--- src/uft_pkg.sv ---
package uft_pkg;

    // ----------------------------------------------------------------
    // Frame format and prescaler encodings
    // ----------------------------------------------------------------
    localparam logic [1:0] PAR_ODD = 2'h0;
    localparam logic [1:0] PAR_EVEN = 2'h1;
    localparam logic [1:0] PAR_MARK = 2'h2;
    localparam logic [1:0] PAR_SPACE = 2'h3;

    localparam logic [1:0] LEN_5 = 2'h0;
    localparam logic [1:0] LEN_8 = 2'h3;
    localparam int unsigned LEN_BASE = 5;

    localparam logic [1:0] PRE_DIV12 = 2'h0;
    localparam logic [1:0] PRE_DIV4 = 2'h1;
    localparam logic [1:0] PRE_DIV48 = 2'h2;
    localparam logic [1:0] PRE_DIV1 = 2'h3;

    localparam logic [5:0] PRE_CNT_1 = 6'h00;
    localparam logic [5:0] PRE_CNT_4 = 6'h03;
    localparam logic [5:0] PRE_CNT_12 = 6'h0B;
    localparam logic [5:0] PRE_CNT_48 = 6'h2F;

    // ----------------------------------------------------------------
    // Reset values and line levels
    // ----------------------------------------------------------------
    localparam logic [15:0] RELOAD_RST = 16'hFFE6;
    localparam logic TX_IDLE_LEVEL = 1'h1;
    localparam logic START_LEVEL = 1'h0;

    // ----------------------------------------------------------------
    // Frame configuration carried as one group
    // ----------------------------------------------------------------
    typedef struct packed {
        logic [1:0] data_len;
        logic parity_enable;
        logic [1:0] parity_type_select;
        logic extra_bit_enable;
        logic tx_extra_bit_value;
        logic stop_long;
    } uft_cfg_t;

    typedef enum logic [2:0] {
        ST_IDLE = 3'b000,
        ST_START = 3'b001,
        ST_DATA = 3'b010,
        ST_XTRA = 3'b011,
        ST_STOP = 3'b100
    } uft_state_t;

endpackage : uft_pkg

--- src/uft_fifo.sv ---
`timescale 1ns/1ps
module uft_fifo #(
    parameter int WIDTH = 8,
    parameter int DEPTH = 4
) (
    input wire logic clk_i,
    input wire logic srst_i,
    input wire logic in_valid_i,
    output logic in_ready_o,
    input wire logic [WIDTH-1:0] in_data_i,
    output logic out_valid_o,
    input wire logic out_ready_i,
    output logic [WIDTH-1:0] out_data_o
);
    localparam int AW = (DEPTH > 1) ? $clog2(DEPTH) : 1;

    typedef struct packed {
        logic [DEPTH-1:0][WIDTH-1:0] mem;
        logic [AW-1:0] wptr;
        logic [AW-1:0] rptr;
        logic [AW:0] count;
    } uft_fifo_st_t;

    uft_fifo_st_t st;
    uft_fifo_st_t next_st;
    logic push;
    logic pop;

    // Handshakes on both sides; full and empty come from the count.
    assign in_ready_o = (st.count != (AW+1)'(DEPTH));
    assign out_valid_o = (st.count != '0);
    assign out_data_o = st.mem[st.rptr];
    assign push = in_valid_i && in_ready_o;
    assign pop = out_valid_o && out_ready_i;

    // Pointer and storage update.
    always_comb begin
        next_st = st;
        if (push) begin
            next_st.mem[st.wptr] = in_data_i;
            next_st.wptr = (st.wptr == AW'(DEPTH - 1)) ? '0 : st.wptr + 1'b1;
        end
        if (pop) begin
            next_st.rptr = (st.rptr == AW'(DEPTH - 1)) ? '0 : st.rptr + 1'b1;
        end
        next_st.count = st.count + (AW+1)'(push) - (AW+1)'(pop);
    end

    // State register.
    always_ff @(posedge clk_i) begin
        if (srst_i) begin
            st <= '0;
        end else begin
            st <= next_st;
        end
    end

endmodule : uft_fifo

--- src/uft_tx.sv ---
`timescale 1ns/1ps
// Summary of operation
// - Frame: start low, data LSB first, extra, stop
// - Data length five to eight bits
// - Hardware parity: even, odd, mark, space
// - Stop length short one, long longer
// - Two stops only above five data bits
// - Parity takes the extra bit position
// - Separate out and in pins, full duplex
// - Data write loads holding, clears empty
// - Idle shifter takes held data at once
// - Busy shifter leaves data held until stop ends
// - Done flag set at stop start
// - Extra bit value sent after data
// - Parity computed from data by type
// - Prescale 11, reload FFE6 gives 52
// - Timer counts up, reloads on overflow
// - Rate core over span, two, prescale
// - Parity type 00 odd 01 even 10 mark 11 space
module uft_tx
    import uft_pkg::*;
#(
    parameter int FIFO_DEPTH = 4
) (
    input wire logic clk_i,
    input wire logic srst_i,
    input wire logic baud_enable_i,
    input wire logic [1:0] baud_prescale_select_i,
    input wire logic [15:0] baud_reload_i,
    input wire uft_cfg_t cfg_i,
    input wire logic multiproc_enable_i,
    input wire logic serial_data_port_wr_i,
    input wire logic [7:0] serial_data_port_i,
    input wire logic tx_done_clr_i,
    input wire logic serial_in_pin_i,
    output logic serial_out_pin_o,
    output logic tx_holding_empty_flag_o,
    output logic tx_done_flag_o,
    output logic tx_busy_o,
    output logic serial_in_sync_o,
    output logic multiproc_enable_o
);

    // ----------------------------------------------------------------
    // Types and state
    // ----------------------------------------------------------------
    typedef struct packed {
        logic [5:0] pre_cnt;
        logic [15:0] timer;
        logic half_tick;
        logic [2:0] state;
        logic [7:0] shift;
        logic [3:0] bit_cnt;
        logic [1:0] half_cnt;
        logic par_acc;
        logic xtra_val;
        logic xtra_on;
        logic stop_long;
        logic txd;
        logic thre;
        logic done;
        logic [1:0] rx_sync;
        logic mce;
        logic busy;
    } uft_tx_st_t;

    uft_tx_st_t st;
    uft_tx_st_t next_st;
    uft_state_t cur;
    logic ovf;
    logic bit_tick;
    logic fifo_valid;
    logic fifo_ready;
    logic fifo_in_ready;
    logic [7:0] fifo_data;
    logic load;

    // Terminal count of the prescaler for a select code.
    function automatic logic [5:0] pre_limit(input logic [1:0] sel);
        unique case (sel)
            PRE_DIV12: pre_limit = PRE_CNT_12;
            PRE_DIV4: pre_limit = PRE_CNT_4;
            PRE_DIV48: pre_limit = PRE_CNT_48;
            PRE_DIV1: pre_limit = PRE_CNT_1;
        endcase
    endfunction : pre_limit

    // Parity bit for the selected type over the valid data bits.
    function automatic logic par_bit(input logic [1:0] ty, input logic ones);
        unique case (ty)
            PAR_ODD: par_bit = ~ones;
            PAR_EVEN: par_bit = ones;
            PAR_MARK: par_bit = 1'h1;
            PAR_SPACE: par_bit = 1'h0;
        endcase
    endfunction : par_bit

    assign cur = uft_state_t'(st.state);

    // ----------------------------------------------------------------
    // Holding buffer between the data port and the shifter
    // ----------------------------------------------------------------
    // The write port holds one byte; the buffer decouples it from the shifter.
    uft_fifo #(
        .WIDTH(8),
        .DEPTH(FIFO_DEPTH)
    ) u_hold (
        .clk_i(clk_i),
        .srst_i(srst_i),
        .in_valid_i(serial_data_port_wr_i),
        .in_ready_o(fifo_in_ready),
        .in_data_i(serial_data_port_i),
        .out_valid_o(fifo_valid),
        .out_ready_i(fifo_ready),
        .out_data_o(fifo_data)
    );

    // The shifter only pulls a byte when no frame is in progress.
    assign load = fifo_valid && (cur == ST_IDLE);
    assign fifo_ready = load;

    // Timer overflow in this cycle; acting on it at once keeps every half bit exact.
    assign ovf = baud_enable_i && (st.pre_cnt >= pre_limit(baud_prescale_select_i))
                 && (st.timer == 16'hFFFF);

    // Two timer overflows make one bit period; a single overflow is a half bit.
    assign bit_tick = ovf && st.half_cnt[0];

    // ----------------------------------------------------------------
    // Next state
    // ----------------------------------------------------------------
    always_comb begin
        next_st = st;
        next_st.half_tick = 1'b0;
        next_st.rx_sync = {st.rx_sync[0], serial_in_pin_i};
        next_st.mce = multiproc_enable_i;

        // Prescaled reload timer; it free-runs while enabled.
        if (baud_enable_i) begin
            if (st.pre_cnt >= pre_limit(baud_prescale_select_i)) begin
                next_st.pre_cnt = '0;
                if (st.timer == 16'hFFFF) begin
                    next_st.timer = baud_reload_i;
                    next_st.half_tick = 1'b1;
                end else begin
                    next_st.timer = st.timer + 16'h0001;
                end
            end else begin
                next_st.pre_cnt = st.pre_cnt + 6'h01;
            end
        end

        // Half-period counter paces every bit of the frame.
        if (ovf && cur != ST_IDLE) begin
            next_st.half_cnt = st.half_cnt + 2'h1;
        end

        // Holding flag: a write clears it, a load into the shifter sets it.
        if (serial_data_port_wr_i) begin
            next_st.thre = 1'b0;
        end
        if (!fifo_in_ready && !load) begin
            next_st.thre = 1'b0;
        end else if (load && !serial_data_port_wr_i) begin
            next_st.thre = 1'b1;
        end

        if (tx_done_clr_i) begin
            next_st.done = 1'b0;
        end

        unique case (cur)
            ST_IDLE: begin
                next_st.txd = TX_IDLE_LEVEL;
                if (load) begin
                    next_st.shift = fifo_data;
                    next_st.bit_cnt = {2'h0, cfg_i.data_len} + 4'(LEN_BASE);
                    next_st.par_acc = 1'b0;
                    next_st.xtra_on = cfg_i.parity_enable || cfg_i.extra_bit_enable;
                    next_st.xtra_val = cfg_i.tx_extra_bit_value;
                    next_st.stop_long = cfg_i.stop_long;
                    next_st.half_cnt = '0;
                    // Restart the rate timer so the start bit lasts a full period.
                    next_st.pre_cnt = '0;
                    next_st.timer = baud_reload_i;
                    next_st.txd = START_LEVEL;
                    next_st.state = ST_START;
                end
            end
            ST_START: begin
                if (bit_tick) begin
                    next_st.half_cnt = '0;
                    next_st.txd = st.shift[0];
                    next_st.par_acc = st.shift[0];
                    next_st.shift = {1'b0, st.shift[7:1]};
                    next_st.bit_cnt = st.bit_cnt - 4'h1;
                    next_st.state = ST_DATA;
                end
            end
            ST_DATA: begin
                if (bit_tick) begin
                    next_st.half_cnt = '0;
                    if (st.bit_cnt != 4'h0) begin
                        next_st.txd = st.shift[0];
                        next_st.par_acc = st.par_acc ^ st.shift[0];
                        next_st.shift = {1'b0, st.shift[7:1]};
                        next_st.bit_cnt = st.bit_cnt - 4'h1;
                    end else if (st.xtra_on) begin
                        if (cfg_i.parity_enable) begin
                            next_st.txd = par_bit(cfg_i.parity_type_select, st.par_acc);
                        end else begin
                            next_st.txd = st.xtra_val;
                        end
                        next_st.state = ST_XTRA;
                    end else begin
                        next_st.txd = TX_IDLE_LEVEL;
                        next_st.done = 1'b1;
                        next_st.state = ST_STOP;
                    end
                end
            end
            ST_XTRA: begin
                if (bit_tick) begin
                    next_st.half_cnt = '0;
                    next_st.txd = TX_IDLE_LEVEL;
                    next_st.done = 1'b1;
                    next_st.state = ST_STOP;
                end
            end
            ST_STOP: begin
                // Short stop ends after two halves, long after three or four.
                if (ovf) begin
                    if (!st.stop_long && st.half_cnt == 2'h1) begin
                        next_st.state = ST_IDLE;
                    end else if (st.stop_long && st.half_cnt == 2'h2
                                 && cfg_i.data_len == LEN_5) begin
                        next_st.state = ST_IDLE;
                    end else if (st.stop_long && st.half_cnt == 2'h3) begin
                        next_st.state = ST_IDLE;
                    end
                end
            end
            default: begin
                next_st.state = ST_IDLE;
            end
        endcase

        // Busy is registered so the output comes from a flip-flop.
        next_st.busy = (next_st.state != ST_IDLE);
    end

    // ----------------------------------------------------------------
    // State register
    // ----------------------------------------------------------------
    always_ff @(posedge clk_i) begin
        if (srst_i) begin
            st <= '0;
            st.timer <= RELOAD_RST;
            st.txd <= TX_IDLE_LEVEL;
            st.thre <= 1'b1;
            st.state <= ST_IDLE;
        end else begin
            st <= next_st;
        end
    end

    // Outputs straight from the state register.
    assign serial_out_pin_o = st.txd;
    assign tx_holding_empty_flag_o = st.thre;
    assign tx_done_flag_o = st.done;
    assign tx_busy_o = st.busy;
    assign serial_in_sync_o = st.rx_sync[1];
    assign multiproc_enable_o = st.mce;

    // ----------------------------------------------------------------
    // Checks
    // ----------------------------------------------------------------
    idle_high_a: assert property (@(posedge clk_i) disable iff (srst_i)
        (cur == ST_IDLE && $past(cur) == ST_IDLE) |-> serial_out_pin_o)
        else $error("Output not high while idle.");

    start_low_a: assert property (@(posedge clk_i) disable iff (srst_i)
        cur == ST_START |-> !serial_out_pin_o)
        else $error("Start bit not low.");

    stop_high_a: assert property (@(posedge clk_i) disable iff (srst_i)
        cur == ST_STOP |-> serial_out_pin_o)
        else $error("Stop bit not high.");

    done_at_stop_a: assert property (@(posedge clk_i) disable iff (srst_i)
        ($past(cur) != ST_STOP && cur == ST_STOP) |-> tx_done_flag_o)
        else $error("Done flag missing at stop start.");

    load_sets_a: assert property (@(posedge clk_i) disable iff (srst_i)
        (load && !serial_data_port_wr_i && fifo_in_ready) |=> tx_holding_empty_flag_o)
        else $error("Holding flag not set after load.");

    write_clr_a: assert property (@(posedge clk_i) disable iff (srst_i)
        (serial_data_port_wr_i && !load) |=> !tx_holding_empty_flag_o)
        else $error("Holding flag not cleared on write.");

    busy_hold_a: assert property (@(posedge clk_i) disable iff (srst_i)
        (cur != ST_IDLE) |-> !fifo_ready)
        else $error("Byte pulled during a frame.");

    timer_reload_a: assert property (@(posedge clk_i) disable iff (srst_i)
        (baud_enable_i && st.timer == 16'hFFFF && st.pre_cnt >= pre_limit(baud_prescale_select_i))
        |=> (st.timer == $past(baud_reload_i) && st.half_tick))
        else $error("Timer did not reload on overflow.");

endmodule : uft_tx

--- config.mk ---
export PLATFORM = sky130hd
export DESIGN_NAME = uft_tx
export DESIGN_NICKNAME = d
export VERILOG_FILES = /design/src/uft_pkg.sv /design/src/uft_fifo.sv /design/src/uft_tx.sv
export SDC_FILE = /design/constraint.sdc
export NUM_CORES = 1
export LEC_CHECK = 0
export BUFFER_PORTS_ARGS = -buffer_cell sky130_fd_sc_hd__buf_2
export CAP_MARGIN = 20
export CORE_MARGIN = 8
export CORE_UTILIZATION = 53
export CTS_CLUSTER_SIZE = 30
export DETAILED_ROUTE_END_ITERATION = 8
export PLACE_DENSITY = 0.73
export RECOVER_POWER = 100
export SYNTH_ARGS = -nofsm -noshare
export SYNTH_HDL_FRONTEND = slang
export SYNTH_SLANG_ARGS = --single-unit
export TNS_END_PERCENT = 5
--- constraint.sdc ---
create_clock -name clk_i -period 2.5 [get_ports clk_i]
set_clock_uncertainty 0.05 [all_clocks]
set_input_delay 0.5 -clock clk_i [delete_from_list [all_inputs] [get_ports clk_i]]
set_output_delay 0.5 -clock clk_i [all_outputs]
set_load 0.005 [all_outputs]
==> run_results.csv, run 1 <==
group,metric,value,unit
placement,place_hpwl,8.27,mm
die,rows,34,
sta,slew_violations,0,
finish,drive_gt1_share,18.5,%
synth,synth_ff_type,"dfxtp_1",
run,maxCapViolCount,0,
finish,layout_common_cells,"89 x dfxtp_1, 66 x nand2_1, 64 x a21oi_1, 42 x buf_2, 36 x nand3_1",
critical_path,crit_fanout,3,
drt,wl_met3,604,µm
power_and_ir_drop,p_comb_share,40.8,%
drt,wl_met2,5.54,mm
drt,route.detailed.drc,0,
synth,ys_seq_area_share,37.8,%
sta,min_period_over_period,95.0,%
power_and_ir_drop,switching_power,0.00205,W
finish,final_nets,650,
die,core_area,8680,µm²
clock_tree,post-cts-setup-buffers,0,
clock_tree,cts_tree,"built",
critical_path,crit_type,"flip-flop to flip-flop",
clock_tree,clk_path_buf_depth,2,
drt,dr.pass1.iters,5,
sta,worst_pin_slew,773,ps
grt,overflow,0,
grt,grt_pass1_wl,19.1,mm
status,status,"complete, no violations",
die,initial_core_util,54.3,%
synth,yosysUniqueCellTypes,69,
sta,worst_slew_margin_rel,48.5,%
power_and_ir_drop,p_int,0.00307,W
synth,syn_inst,541,
placement,dp.cells,685,
placement,place_congestion,0.856,
finish,area_growth,11.3,%
drt,highest_layer,"met4",
sta,timing.final.hold_violations,0,
synth,yosysWarnings,0,
critical_path,crit_slowest_cell,"or3_4",
min_path,min_path_type,"input pin to flip-flop",
grt,antenna_found_initial,0,
grt,grt_util_all_layers,19.6,%
clock_tree,clk_latency,360,ps
placement,pre_cts_ws,-114,ps
synth,synth_seq_cells,89,
grt,grt_max_degree,38,
power_and_ir_drop,vdd_drop_max,0.590,mV
critical_path,slowest_delay,430,ps
drt,wl,11.4,mm
sta,whs,305,ps
power_and_ir_drop,total_leakage_power,2.00,nW
placement,port_buffers,46,
clock_tree,cts.sinks,89,
sta,setup_viol,0,
power_and_ir_drop,pwr-share-clk,19.8,%
clock_tree,cts.htree.levels,3,
clock_tree,clock-root-buffer,"clkbuf_8",
sta,worst_slack,126,ps
drt,drtIter0Drc,198,
critical_path,cp.arrival,2540,ps
synth,synth_area,4710,µm²
die,dieWidth,110,µm
finish,final_cell_area,5240,µm²
critical_path,startpoint_type,"flip-flop",
placement,place_area,5080,µm²
synth,synth_edf_count,0,
finish,final_cells,701,
power_and_ir_drop,seqPwrFrac,39.4,%
finish,diodes,0,
drt,viasPerCell,5.85,
drt,ant_nets,0,
drt,via_count,4101,
die,die_h,110,µm
power_and_ir_drop,swShare,40.0,%
critical_path,crit_required,2670,ps
clock_tree,numCtsBuffers,9,
finish,final_common_cell,"dfxtp_1",
synth,avgSynthCellArea,8.71,µm²
synth,syn_nets,603,
sta,rsz0062_at_grt,"false",
synth,ys_async_sr_fraction,0,%
die,num_io_pins,47,
die,die_area,12200,µm²
sta,fin_crit,2370,ps
critical_path,end_kind,"flip-flop",
power_and_ir_drop,power.density,976,nW/µm²
sta,max_freq,421,MHz
drt,met1_length,5.08,mm
drt,post_drt_wl_per_cell,16.2,µm
clock_tree,clk_pin_slew,90,ps
critical_path,crit_chain,"or2_1 > or3_4 > clkinv_4 > ha_4 > inv_2 > ha_4 > inv_2 > fa_2 > xor2_1 > xnor2_1 > nor2_1",
grt,grt_pass1_vias,4037,
[layout make-up]
| class | instances | area [µm²] |
|---|---|---|
| inverter | 23 | 91.3 |
| timing repair buffer | 68 | 384 |
| clock buffer | 9 | 124 |
| multi-input combinational | 397 | 2650 |
| fill | 819 | 3440 |
| tap | 108 | 135 |
| sequential | 89 | 1780 |
| clock inverter | 7 | 77.6 |
[flip-flops by register name (all words and copies together), names as in the netlist]
| signal | cells |
|---|---|
| serial_out_pin_o | 1 |
| multiproc_enable_o | 1 |
| st | 40 |
| tx_holding_empty_flag_o | 1 |
| tx_done_flag_o | 1 |
| u_hold.st | 39 |
| next_st | 1 |
| tx_busy_o | 1 |
| serial_in_sync_o | 1 |
| cur | 3 |
[timing repair]
item / CTS / global route
endpoints found under the setup margin: 0 / 6
hold buffers: 0 / 0
gates resized for setup: 0 / 3
[synthesized netlist by cell type, types with 8 or more instances]
library cell  count  area share, %
nor3_1           19            2.0
a21oi_1          64            6.8
xnor2_1           9            1.7
nor2_1           32            2.5
o21ai_0          13            1.4
nor2b_1           9            1.2
nand3_1          36            3.8
ha_1             20            5.3
nand2_1          66            5.3
dfxtp_1          89             38
clkbuf_1         13            1.0
inv_1            22            1.8
a22oi_1           8            1.3
nand4_1           9            1.2
[stage by stage]
stage,total power (W),TNS [ps],util [%]
after floorplan,0.00367,-83.3,-
after global placement,0.00407,-138,58.5
after global routing,0.00546,0,60.4
after CTS,0.00518,0,60.9
after detailed placement,0.00417,-1470,58.5
final,0.00512,0,60.4
[kinds of logic after synthesis]
| kind of cell | share of synthesized area (%) |
|---|---|
| XOR/XNOR | 2.97 |
| AO/OA/AOI/OAI | 18.7 |
| adder cells (fa/ha/maj) | 5.74 |
| multiplexers | 6.19 |
| buffers and inverters | 6.19 |
| flip-flops | 37.8 |
| AND/OR/NAND/NOR | 22.4 |
[worst max-delay path: cells and delay by family (launching register included)]
family / cells / cell delay, ps
xor+xnor: 2 / 310
fa+ha+maj: 3 / 650
buf+inv: 3 / 160
simple gates: 3 / 750
flops: 1 / 310
[final timing paths]
path                                      endpoint          startpoint  depth (start not counted)  slack (ps)
worst max-delay path                  u_hold.st[2]              cur[0]                         11         130
worst min-delay path            multiproc_enable_o  multiproc_enable_i                          2         300
worst max register to register        u_hold.st[2]              cur[0]                         11         130
worst min register to register    serial_in_sync_o          next_st[3]                          1         400
[power groups by stage]
stage | combinational (W) | clock, W | sequential [W]
4_1_cts | 0.00213 | 0.00104 | 0.00201
3_3_place_gp | 0.00205 | 0 | 0.00202
5_1_grt | 0.00232 | 0.00109 | 0.00205
3_5_place_dp | 0.00213 | 0 | 0.00205
2_1_floorplan | 0.00173 | 0 | 0.00195
6_report | 0.00209 | 0.00101 | 0.00202
[layer usage]
metal,vias up,GRT usage [%]
met5,-,0
met3,15,4.07
met4,0,6.76
met1,1958,24.6
li1,2036,-
met2,92,32.6
No activity file was read; power rests on OpenSTA's default activity.
==> run 2, diff against run 1 <==
--- a/config.mk
+++ b/config.mk
@@ -7,11 +7,13 @@
 export LEC_CHECK = 0
 export BUFFER_PORTS_ARGS = -buffer_cell sky130_fd_sc_hd__buf_2
 export CAP_MARGIN = 20
+export CELL_PAD_IN_SITES_DETAIL_PLACEMENT = 2
+export CELL_PAD_IN_SITES_GLOBAL_PLACEMENT = 2
 export CORE_MARGIN = 8
-export CORE_UTILIZATION = 53
+export CORE_UTILIZATION = 39
 export CTS_CLUSTER_SIZE = 30
 export DETAILED_ROUTE_END_ITERATION = 8
-export PLACE_DENSITY = 0.73
+export PLACE_DENSITY = 0.82
 export RECOVER_POWER = 100
 export SYNTH_ARGS = -nofsm -noshare
 export SYNTH_HDL_FRONTEND = slang
==> constraint.sdc (replaced) <==
create_clock -name clk_i -period 2.75 [get_ports clk_i]
set_clock_uncertainty 0.05 [all_clocks]
set_input_delay 0.55 -clock clk_i [delete_from_list [all_inputs] [get_ports clk_i]]
set_output_delay 0.55 -clock clk_i [all_outputs]
set_load 0.005 [all_outputs]
==> run_results.csv, run 2 (synthesized netlist as in run 1, its figures left out) <==
group,metric,value,unit
sta,whs,365,ps
grt,grt_pass1_vias,4707,
sta,slew_violations,0,
critical_path,critPathBufInv,4,
critical_path,crit_required,2930,ps
sta,setup_viol,0,
min_path,min_from,"multiproc_enable_i",
clock_tree,clk_path_buf_depth,2,
power_and_ir_drop,power.density,950,nW/µm²
finish,diodes,0,
critical_path,crit_family,"adder cells",
critical_path,cp.arrival,2760,ps
sta,timing.final.hold_violations,0,
clock_tree,clock-root-buffer,"clkbuf_16",
grt,grt.busiest_layer,"met2",
sta,rsz0062_at_grt,"false",
die,dieWidth,126,µm
critical_path,slowest_delay,430,ps
finish,final_nets,645,
power_and_ir_drop,total_leakage_power,2.01,nW
grt,overflow,0,
finish,drive_gt1_share,16.5,%
clock_tree,numCtsBuffers,9,
grt,grtUsageMet2,33.8,%
critical_path,crit_chain,"nor3_1 > buf_4 > or3_1 > clkinv_4 > ha_1 > inv_1 > ha_1 > inv_1 > fa_1 > xor2_1 > xnor2_1 > nor2_1",
clock_tree,clk_latency,350,ps
placement,place_congestion,0.736,
finish,final_common_cell,"dfxtp_1",
die,die_h,126,µm
critical_path,crit_type,"flip-flop to flip-flop",
status,status,"complete, no violations",
die,die_area,15900,µm²
drt,drtIter0Drc,145,
finish,layout_common_cells,"89 x dfxtp_1, 66 x nand2_1, 64 x a21oi_1, 38 x buf_2, 36 x nand3_1",
grt,use_met3,3.08,%
clock_tree,holdBufCountCts,0,
placement,port_buffers,46,
drt,dr.pass1.iters,4,
grt,antenna_found_initial,0,
sta,finalSetupTns,0,ps
die,core_area,11900,µm²
clock_tree,cts.sinks,89,
grt,grt_pass1_wl,24.3,mm
sta,min_period_over_period,93.5,%
min_path,min_path_type,"input pin to flip-flop",
drt,via_count,4232,
drt,wl,14.6,mm
placement,dp.cells,719,
drt,post_drt_wl_per_cell,19.8,µm
critical_path,cp-startpoint,"u_hold.st[1]",
sta,worst_pin_slew,949,ps
grt,grt_util_all_layers,19.0,%
drt,viasPerCell,5.76,
clock_tree,cts.htree.levels,3,
die,rows,40,
drt,route.detailed.drc,0,
drt,ant_nets,0,
critical_path,end_kind,"flip-flop",
clock_tree,post-cts-setup-buffers,0,
sta,fin_crit,2570,ps
grt,gr-usage-met1,22.5,%
critical_path,crit_fanout,4,
finish,largest_reg_flops,40,
finish,final_cells,735,
finish,largest-register,"st",
clock_tree,cts_tree,"built",
power_and_ir_drop,vdd_drop_max,0.451,mV
critical_path,startpoint_type,"flip-flop",
placement,place_hpwl,10.5,mm
critical_path,reg2reg_from,"u_hold.st[1]",
clock_tree,clk_pin_slew,70,ps
die,initial_core_util,39.5,%
grt,grt_max_degree,44,
critical_path,crit_slowest_cell,"dfxtp_1",
sta,max_freq,389,MHz
run,maxCapViolCount,0,
die,num_io_pins,47,
clock_tree,cts-resized-gates,0,
sta,worst_slew_margin_rel,36.8,%
finish,area_growth,13.1,%
## run 2: cell types whose count changed in the layout (fill, tap and decap cells not counted), sizes merged
cell / delta
clkbuf: +5
inv: -2
buf: -9
clkinvlp: +1
## run 2: metrics by stage
stage / power [W] / utilization [%] / cell area (µm²) / worst slack (ps)
5_1_grt: 0.00540 / 44.7 / 5330 / 24.0
2_1_floorplan: 0.00326 / - / 4710 / 76.3
3_5_place_dp: 0.00386 / 42.5 / 5060 / 28.7
6_report: 0.00506 / 44.7 / 5330 / 178
4_1_cts: 0.00516 / 45.1 / 5370 / 132
3_3_place_gp: 0.00372 / 42.5 / 5060 / 126
## run 2: where the power goes
group | switching [W] | internal [W]
Clock | 0.000547 | 0.000731
Combinational | 0.00117 | 0.000749
Sequential | 0.000303 | 0.00157
## run 2: metal layers
layer / routed length [µm] / vias up
met5: 0 / -
met4: 250 / 0
met3: 388 / 17
met2: 7520 / 62
met1: 6400 / 2129
li1: - / 2024
## run 2: path summary, 6_finish.rpt
path,to,slack [ps],cells after the start
hold reg to reg,serial_in_sync_o,400,1
setup reg to reg,u_hold.st[2],180,12
setup / recovery,u_hold.st[2],180,12
hold / removal,multiproc_enable_o,370,2
## run 2: cell type report
class | instances | area, µm²
fillers | 1366 | 6580
clock inverters | 6 | 67.6
clock buffers | 10 | 239
multi-input cells | 397 | 2620
flip-flops and latches | 89 | 1780
well taps | 147 | 184
repair buffers | 63 | 343
inverters | 23 | 91.3
